--- src/udfc_regs.vh ---
// Purpose: Register map constants for the unknown-destination forwarding control bank
// Assumes: 8-bit management register port, byte-wide data
// Notes: Offsets are the device register addresses
`ifndef UDFC_REGS_VH
`define UDFC_REGS_VH

`define UDFC_ADDR_RSVD_LOW 8'h82
`define UDFC_ADDR_UCAST 8'h83
`define UDFC_ADDR_MCAST 8'h84

`define UDFC_RSVD_LOW_VALUE 8'h04
`define UDFC_RSVD_LOW_MASK 8'h1F

`define UDFC_EN_BIT 5
`define UDFC_MAP_HI 4
`define UDFC_MAP_LO 0
`define UDFC_DRIVE_HI 7
`define UDFC_DRIVE_LO 6

`define UDFC_DRIVE_RESET 2'h1
`define UDFC_MAP_RESET 5'h00

`define UDFC_DRIVE_4MA 2'h0
`define UDFC_DRIVE_8MA 2'h1
`define UDFC_DRIVE_12MA 2'h2
`define UDFC_DRIVE_16MA 2'h3

`define UDFC_CODE_P1 4'h1
`define UDFC_CODE_P2 4'h2
`define UDFC_CODE_P12 4'h3
`define UDFC_CODE_ALL 4'hF

`endif

--- src/udfc_bank.v ---
// Purpose: Unknown unicast / multicast forwarding control registers
// Assumes: Single-cycle register write strobe; read request sampled on the clock
// Notes: Read data and port masks come from flops; read data lags the request by one cycle
`timescale 1ns/100ps
`include "udfc_regs.vh"

module udfc_bank #(
    parameter PORTS = 4
) (
    input wire i_clk,
    input wire i_rst,
    input wire [7:0] i_addr,
    input wire i_wr,
    input wire [7:0] i_wdata,
    input wire i_rd,
    output reg [7:0] o_rdata,
    output wire o_rvalid,
    output reg o_ucast_en,
    output reg [4:0] o_ucast_map,
    output reg o_mcast_en,
    output reg [4:0] o_mcast_map,
    output reg [1:0] o_drive_sel,
    output wire [PORTS-1:0] o_ucast_ports,
    output wire o_ucast_forward,
    output wire [PORTS-1:0] o_mcast_ports,
    output wire o_mcast_forward
);

    // Address match shared by the write strobes
    function addr_hit;
        input [7:0] addr;
        input [7:0] target;
        begin
            addr_hit = (addr == target);
        end
    endfunction

    function field_enable;
        input [7:0] data;
        begin
            field_enable = data[`UDFC_EN_BIT];
        end
    endfunction

    // Bit 0 is stored and read back but carries no meaning
    function [4:0] field_map;
        input [7:0] data;
        begin
            field_map = data[`UDFC_MAP_HI:`UDFC_MAP_LO];
        end
    endfunction

    function [1:0] field_drive;
        input [7:0] data;
        begin
            field_drive = data[`UDFC_DRIVE_HI:`UDFC_DRIVE_LO];
        end
    endfunction

    // Readback of a control byte
    // Upper field is zero for the unicast byte, whose top bits are reserved
    function [7:0] pack_ctrl;
        input [1:0] upper;
        input enable;
        input [4:0] map;
        begin
            pack_ctrl = 8'h00;
            pack_ctrl[`UDFC_DRIVE_HI:`UDFC_DRIVE_LO] = upper;
            pack_ctrl[`UDFC_EN_BIT] = enable;
            pack_ctrl[`UDFC_MAP_HI:`UDFC_MAP_LO] = map;
        end
    endfunction

    wire ucast_wr;
    wire mcast_wr;
    reg next_ucast_en;
    reg [4:0] next_ucast_map;
    reg next_mcast_en;
    reg [4:0] next_mcast_map;
    reg [1:0] next_drive_sel;
    reg [7:0] next_rdata;
    reg rvalid;
    wire [PORTS-1:0] next_ucast_ports;
    wire next_ucast_forward;
    wire [PORTS-1:0] next_mcast_ports;
    wire next_mcast_forward;
    reg [PORTS-1:0] ucast_ports;
    reg ucast_forward;
    reg [PORTS-1:0] mcast_ports;
    reg mcast_forward;

    // The reserved byte and unmapped offsets have no strobe, so writes there vanish
    assign ucast_wr = i_wr && addr_hit(i_addr, `UDFC_ADDR_UCAST);
    assign mcast_wr = i_wr && addr_hit(i_addr, `UDFC_ADDR_MCAST);

    always @* begin
        next_ucast_en = o_ucast_en;
        next_ucast_map = o_ucast_map;
        if (ucast_wr) begin
            next_ucast_en = field_enable(i_wdata);
            next_ucast_map = field_map(i_wdata);
        end
    end

    always @* begin
        next_mcast_en = o_mcast_en;
        next_mcast_map = o_mcast_map;
        if (mcast_wr) begin
            next_mcast_en = field_enable(i_wdata);
            next_mcast_map = field_map(i_wdata);
        end
    end

    always @* begin
        next_drive_sel = o_drive_sel;
        if (mcast_wr) begin
            next_drive_sel = field_drive(i_wdata);
        end
    end

    always @(posedge i_clk) begin
        if (i_rst) begin
            o_ucast_en <= 1'b0;
            o_ucast_map <= `UDFC_MAP_RESET;
        end else begin
            o_ucast_en <= next_ucast_en;
            o_ucast_map <= next_ucast_map;
        end
    end

    always @(posedge i_clk) begin
        if (i_rst) begin
            o_mcast_en <= 1'b0;
            o_mcast_map <= `UDFC_MAP_RESET;
        end else begin
            o_mcast_en <= next_mcast_en;
            o_mcast_map <= next_mcast_map;
        end
    end

    always @(posedge i_clk) begin
        if (i_rst) begin
            o_drive_sel <= `UDFC_DRIVE_RESET;
        end else begin
            o_drive_sel <= next_drive_sel;
        end
    end

    // Decoding the next values lets the mask flops change in step with the maps
    // unicast map decode
    udfc_map_decode #(
        .PORTS(PORTS)
    ) u_ucast (
        .i_enable(next_ucast_en),
        .i_map(next_ucast_map),
        .o_ports(next_ucast_ports),
        .o_forward(next_ucast_forward)
    );

    udfc_map_decode #(
        .PORTS(PORTS)
    ) u_mcast (
        .i_enable(next_mcast_en),
        .i_map(next_mcast_map),
        .o_ports(next_mcast_ports),
        .o_forward(next_mcast_forward)
    );

    // Masks reach the forwarding engine from flops, never from the decode logic
    always @(posedge i_clk) begin
        if (i_rst) begin
            ucast_ports <= {PORTS{1'b0}};
            ucast_forward <= 1'b0;
            mcast_ports <= {PORTS{1'b0}};
            mcast_forward <= 1'b0;
        end else begin
            ucast_ports <= next_ucast_ports;
            ucast_forward <= next_ucast_forward;
            mcast_ports <= next_mcast_ports;
            mcast_forward <= next_mcast_forward;
        end
    end

    assign o_ucast_ports = ucast_ports;
    assign o_ucast_forward = ucast_forward;
    assign o_mcast_ports = mcast_ports;
    assign o_mcast_forward = mcast_forward;

    always @* begin
        next_rdata = 8'h00;
        case (i_addr)
            `UDFC_ADDR_RSVD_LOW: next_rdata = `UDFC_RSVD_LOW_VALUE & `UDFC_RSVD_LOW_MASK;
            `UDFC_ADDR_UCAST: next_rdata = pack_ctrl(2'h0, o_ucast_en, o_ucast_map);
            `UDFC_ADDR_MCAST: next_rdata = pack_ctrl(o_drive_sel, o_mcast_en, o_mcast_map);
            default: next_rdata = 8'h00;
        endcase
    end

    // Flopped read data costs a cycle of latency but keeps the output glitch free
    always @(posedge i_clk) begin
        if (i_rst) begin
            o_rdata <= 8'h00;
            rvalid <= 1'b0;
        end else begin
            rvalid <= i_rd;
            // Last answer holds until the next read
            if (i_rd) begin
                o_rdata <= next_rdata;
            end
        end
    end

    assign o_rvalid = rvalid;

endmodule

--- src/udfc_map_decode.v ---
// Purpose: Turns a forwarding enable and port map into a port mask
// Assumes: Four switch ports, bit n of the mask is port n+1
// Notes: Undefined codes forward nowhere, the safe outcome
`timescale 1ns/100ps
`include "udfc_regs.vh"

module udfc_map_decode #(
    parameter PORTS = 4
) (
    input wire i_enable,
    input wire [4:0] i_map,
    output reg [PORTS-1:0] o_ports,
    output reg o_forward
);

    always @* begin
        o_ports = {PORTS{1'b0}};
        case (i_map[4:1])
            `UDFC_CODE_P1: o_ports[0] = 1'b1;
            `UDFC_CODE_P2: o_ports[1] = 1'b1;
            `UDFC_CODE_P12: o_ports[1:0] = 2'b11;
            `UDFC_CODE_ALL: o_ports = {PORTS{1'b1}};
            default: o_ports = {PORTS{1'b0}};
        endcase
        if (!i_enable) begin
            o_ports = {PORTS{1'b0}};
        end
        o_forward = |o_ports;
    end

endmodule

--- config.mk ---
export PLATFORM = sky130hd
export DESIGN_NAME = udfc_bank
export DESIGN_NICKNAME = d
export VERILOG_FILES = /design/src/udfc_bank.v /design/src/udfc_map_decode.v
export VERILOG_INCLUDE_DIRS = /design/src
export SDC_FILE = /design/constraint.sdc
export NUM_CORES = 1
export LEC_CHECK = 0
export ABC_AREA = 1
export BUFFER_PORTS_ARGS = -buffer_cell sky130_fd_sc_hd__buf_2
export CORE_UTILIZATION = 50
export CTS_BUF_LIST = sky130_fd_sc_hd__clkbuf_4
export DETAILED_ROUTE_END_ITERATION = 12
export HOLD_SLACK_MARGIN = 0.02
export PLACE_DENSITY = 0.91
export SLEW_MARGIN = 20
export SYNTH_ARGS = -nofsm -noshare
export SYNTH_HDL_FRONTEND = slang
export SYNTH_SLANG_ARGS = --single-unit
--- constraint.sdc ---
create_clock -name i_clk -period 2.4 [get_ports i_clk]
set_input_delay 0.12 -clock i_clk [delete_from_list [all_inputs] [get_ports i_clk]]
set_output_delay 0.12 -clock i_clk [all_outputs]
set_load 0.02 [all_outputs]
### Word level (Yosys, flattened, before mapping)

Cells that the tools add are included.

* eq/ne operators: 11
* multiplexer cells: 13
* reduce and logical (&&, ||, !) cells: 8

Operator list (number)
* $eq A8 B8 Y1 const B: 3
* $pmux W8 S3: 1
* $eq A4 B2 Y1 const B: 4
* $reduce_or A3 Y1: 4
* $mux W5: 2
* $eq A4 B1 Y1 const B: 2
* $eq A4 B4 Y1 const B: 2
* $mux W4: 2
* $reduce_or A4 Y1: 2
* $mux W1: 6
* $mux W2: 2
* $logic_and A1 B1 Y1: 2

* bits in registers: 33
* input port bits: 20
* output and inout bits: 33
* logic and storage cells: 45

### Depth between registers and ports, before layout

* depth after elaboration: 8
* depth in mapped cells: 11
* mapped depth without buffers: 11

### Hierarchy

Synthesis repeated with hierarchy kept, for this count alone.

* cell total of the unflattened synthesis: 214
* area total of the unflattened synthesis: 1478.9 um^2

By module, submodules not included
* udfc_bank: times used 1, cells an instance 182, area an instance 1343.8 um^2, seq. area each 660.6 um^2
* udfc_map_decode: times used 2, cells an instance 16, area an instance 67.6 um^2, seq. area each 0.0 um^2

### Least setup slack after synthesis

No wires, ideal clock.

* path kind: input-to-reg
* from: input port i_addr[6]
* to: register mcast_forward (netlist: o_mcast_forward)
* setup time: 114 ps
* arrival: 919 ps
* required time: 2286 ps
* slack: 1368 ps
* stages on the path: 10
* path buffers: 0
* path through: inv_1 -> nand2_2 -> nor2_8 -> nand3_4 -> inv_2 -> nand2_1 -> o21ai_2 -> nor2_2 -> nand2_1 -> nand2_1

* word-level cells in the longest chain between the ends: 8
* elaborated cells between the ends (all ways): 15
* classes of those cells: eq/ne: 5; mux: 6; reduce/logical: 4

Ends and longest elaborated chain
* start, declared: RTL line udfc_bank.v:12 `input wire [7:0] i_addr,`
* $eq A8 B8 Y1 (*)
* $logic_and A1 B1 Y1 (*): RTL line udfc_bank.v:94 `` assign mcast_wr = i_wr && addr_hit(i_addr, `UDFC_ADDR_MCAST); ``
* $mux W5: RTL line udfc_bank.v:108 `if (mcast_wr) begin`
* $eq A4 B1 Y1, or another cell as far along: RTL line udfc_map_decode.v:18 `case (i_map[4:1])`
* $reduce_or A3 Y1 (no line)
* $mux W1: RTL line udfc_map_decode.v:18
* $mux W4 (*): RTL line udfc_map_decode.v:25 `if (!i_enable) begin`
* $reduce_or A4 Y1 (*): RTL line udfc_map_decode.v:28 `o_forward = |o_ports;`
* end signal, assigned: RTL line udfc_bank.v:180 `mcast_forward <= next_mcast_forward;`
* end, declared: RTL line udfc_bank.v:90 `reg mcast_forward;`

Mark *: on every way between the ends. The rest lies on a longest branch, timed or not.
A chain may end at the register's enable or synchronous reset.

### Worst setup path after layout

* from: register o_mcast_map[2]
* to: output port o_mcast_map[2]

RTL lines
* start, declared: RTL line udfc_bank.v:21 `output reg [4:0] o_mcast_map,`
* start signal, assigned: RTL line udfc_bank.v:134 `` o_mcast_map <= `UDFC_MAP_RESET; ``
* start signal, assigned: RTL line udfc_bank.v:137 `o_mcast_map <= next_mcast_map;`

No word-level cell between the ends.

==> PnR_summary.wiki <==
{| class="wikitable"
! Metric !! Value
|-
| Result of the run || finished clean
|-
| Areal power density over the cells || 493 nW/um^2
|-
| Final WS setup || 1.38 ns
|-
| Dominant cells by area after synthesis || sky130_fd_sc_hd__dfxtp_1 (44%), sky130_fd_sc_hd__nand2_1 (16%), sky130_fd_sc_hd__inv_1 (7.0%)
|-
| Number of buffer and inverter stages on the critical path || 1
|-
| Top cells by instance count after synthesis || sky130_fd_sc_hd__nand2_1 (60), sky130_fd_sc_hd__dfxtp_1 (31), sky130_fd_sc_hd__inv_1 (26)
|-
| Flop pwr share || 0.609
|-
| Arr. time, crit path || 0.90 ns
|-
| Number of vias per cell after detailed routing || 4.96
|-
| Crit path time final || 1.02 ns
|-
| Hold Crit Start || i_wdata[7]
|-
| Placement row count || 18
|-
| Most frequently used flop master after synthesis || sky130_fd_sc_hd__dfxtp_1
|-
| Crit Reg-Reg Endpoint || o_mcast_forward
|-
| Sum of negative setup slack || 0 ns
|-
| Number of storage elements in the synthesis netlist || 31
|-
| Reg2reg start || o_mcast_map[4]
|-
| Synthesized net count || 212
|-
| Total congestion overflow || 0
|-
| Leak pwr || 0.000963 uW
|-
| Final Max Slew Viols || 0
|-
| Fraction of synthesized cell area taken by the top area cell type || 0.442
|-
| Routability congestion estimate || 0.864
|-
| Actual slew at the worst max-slew pin || 0.311 ns
|-
| Initial Utilization || 0.547
|-
| Clk Tree Root Cell || sky130_fd_sc_hd__clkbuf_4
|-
| Setup repair after global routing missed its margin || no
|-
| Total number of vias || 1368
|-
| CTS tree || done
|-
| H-tree Lvls || 2
|-
| Antenna fix cells || 0
|-
| Combinational group share of total power || 0.076
|-
| Largest net degree at the start of global routing || 18
|-
| Headroom to the max-slew limit || 0.792
|-
| Global-route usage over all layers || 0.233
|-
| Worst supply voltage drop on vdd || 521 uV
|-
| Nature of the critical path endpoint || output port
|-
| Place WS || 1.09 ns
|-
| Quantity of I/O buffers inserted on ports || 52
|-
| R2R Setup Slk || 1.44 ns
|-
| Cell area after synthesis || 1400 sq um
|-
| Number of flops mapped to enable cells by yosys || 0
|-
| Mapped Avg Cell Area || 7.31 sq um
|-
| Final setup violation count || 0
|-
| First-pass GRT wire length || 4900 microns
|-
| Setup Crit Path Kind || register to output port
|-
| Async SR Flop Fraction || 0
|-
| Post-CTS sizing || 0
|-
| DR DRC count || 0
|-
| Final hold violations || 0
|-
| TritonCTS Buffers || 5
|-
| CP startpoint kind || register
|-
| Synth warn || 0
|-
| Share of power burned in the clock network || 0.315
|-
| Data required time at the worst endpoint || 2.28 ns
|-
| Critical Path Fanout Max || 3
|-
| Setup Skew || 0.00209 ns
|-
| Instance count of the mapped netlist || 192
|-
| Post-route fraction of the period consumed by the critical path || 0.425
|-
| Starting DRC count in detailed routing || 46
|-
| Number of cell instances on the worst register-to-register path || 7
|-
| Horizontal die dimension || 55.0 microns
|-
| Switching power share of the total || 0.245
|-
| Cells along the critical path || buf_2
|-
| Routed WL || 3090 microns
|-
| Post-route core utilization || 0.673
|-
| Post-CTS Repair Setup Buffers || 0
|-
| Average wire per cell in the routed design || 11.2 microns
|-
| Most frequent cell after synthesis || sky130_fd_sc_hd__nand2_1
|-
| Total half-perimeter wirelength after legalization and detailed placement || 2410 microns
|-
| Share of cells above drive strength 1 || 0.325
|-
| Die footprint || 3020 sq um
|-
| Max stage delay cell, worst path || sky130_fd_sc_hd__dfxtp_1
|-
| Final ANT Viol Nets || 0
|-
| Number of detailed-routing iterations run before antenna repair || 4
|-
| Placeable core area || 2570 sq um
|-
| Longest Clk Path Bufs || 2
|-
| Max-cap violations || 0
|-
| Number of antenna violations at the first check in global routing || 0
|-
| Number of top-level design ports || 53
|-
| CTS clk-pin slew, worst paths || 0.09 ns
|-
| Cell family with the largest share of critical-path delay || flip-flops
|-
| Instance count along the most critical hold path || 3
|-
| P_int || 642 uW
|-
| Net Switching || 208 uW
|-
| Post-layout nets || 266
|-
| Skew-Pair Late Insertion Delay || 0.31 ns
|-
| Worst Hold Path EP || o_drive_sel[1]
|-
| Cell type with the largest total area after synthesis || sky130_fd_sc_hd__dfxtp_1
|-
| Fraction of the yosys area taken by sequential cells || 0.442
|-
| Maximum clock frequency || 980 MHz
|-
| Growth of design area from synthesis to finish || 23.0%
|-
| Cts hold-fix bufs || 1
|-
| Worst min-delay path category || input port to register
|-
| Library cells used by synthesis || 22
|-
| Sinks on the clock net || 31
|-
| Die outline height || 55.0 microns
|-
| Via count of the first global-routing pass || 1190
|-
| Peak per-stage delay on the critical path || 0.40 ns
|}
[layout make-up]
cell class / count / area, sq um
timing repair buffer: 53 / 270
sequential: 31 / 621
multi-input combinational: 124 / 636
clock buffer: 5 / 37.5
fill: 244 / 841
tap: 30 / 37.5
inverter: 31 / 116
clock inverter: 2 / 8.76
[metal layers]
layer  vias to the layer above  GRT usage  share of wire
li1                        696          -              -
met1                       603      0.287           0.43
met2                        64      0.394           0.47
met3                         5     0.0601          0.086
met4                         0     0.0750          0.012
met5                         -          0              0
[flip-flops by register name (all words and copies together) (netlist names)]
signal           count
o_mcast_ports        3
o_rdata              8
o_mcast_en           1
o_ucast_ports        3
o_mcast_forward      1
o_ucast_en           1
o_rvalid             1
o_drive_sel          2
o_ucast_map          5
o_ucast_forward      1
o_mcast_map          5
[stage by stage]
stage / instances / power [uW] / instance area (sq um) / hold slack (ns)
CTS: 276 / 857 / 1730 / 0.0567
global route: 276 / 888 / 1730 / 0.0430
floorplan: 192 / 567 / 1400 / 0.233
global placement: 268 / 592 / 1670 / 0.324
detailed placement: 268 / 593 / 1670 / 0.334
finish: 276 / 851 / 1730 / 0.0588
[worst max-delay path by stage]
stage	end	slack, ns	depth (start not counted)	startpoint
after detailed placement	o_mcast_ports[0]	1.09	11	i_addr[1]
after global placement	o_mcast_forward	1.13	11	i_addr[1]
after floorplan	o_mcast_forward	1.37	10	i_addr[6]
final	o_mcast_map[2]	1.38	1	o_mcast_map[2]
after CTS	o_mcast_map[2]	1.37	1	o_mcast_map[2]
after global routing	o_mcast_ports[0]	1.31	11	i_addr[6]
[power groups by stage]
stage                     Combinational (uW)  Sequential (uW)  Clock (uW)
final                                   64.6              518         268
after global routing                    72.2              519         297
after CTS                               64.1              518         275
after detailed placement                62.8              530           0
after global placement                  62.2              530           0
after floorplan                         32.9              534           0
[cells by family after synthesis]
kind of cell           after synthesis  synth area share
AND/OR/NAND/NOR                    102             0.370
buffers and inverters               37             0.105
flip-flops                          31             0.442
AO/OA/AOI/OAI                       22            0.0829
[cell usage in the layout, fill, tap and decap left out, types with 2 or more instances in the layout]
master and count:
sky130_fd_sc_hd__nand2_1 60, sky130_fd_sc_hd__buf_2 52, sky130_fd_sc_hd__dfxtp_1 31, sky130_fd_sc_hd__inv_1 26
sky130_fd_sc_hd__nor2_1 14, sky130_fd_sc_hd__a21oi_1 13, sky130_fd_sc_hd__nand3_1 6, sky130_fd_sc_hd__nand2_2 5
sky130_fd_sc_hd__nand3_2 5, sky130_fd_sc_hd__clkbuf_4 5, sky130_fd_sc_hd__nand4_1 4, sky130_fd_sc_hd__o21ai_0 4
sky130_fd_sc_hd__clkinv_1 3, sky130_fd_sc_hd__inv_2 3, sky130_fd_sc_hd__nor2_2 3, sky130_fd_sc_hd__nor2_8 2
sky130_fd_sc_hd__nand3_4 2, sky130_fd_sc_hd__o21ai_1 2, sky130_fd_sc_hd__o22ai_1 2
(Power assumes the default switching activity.)
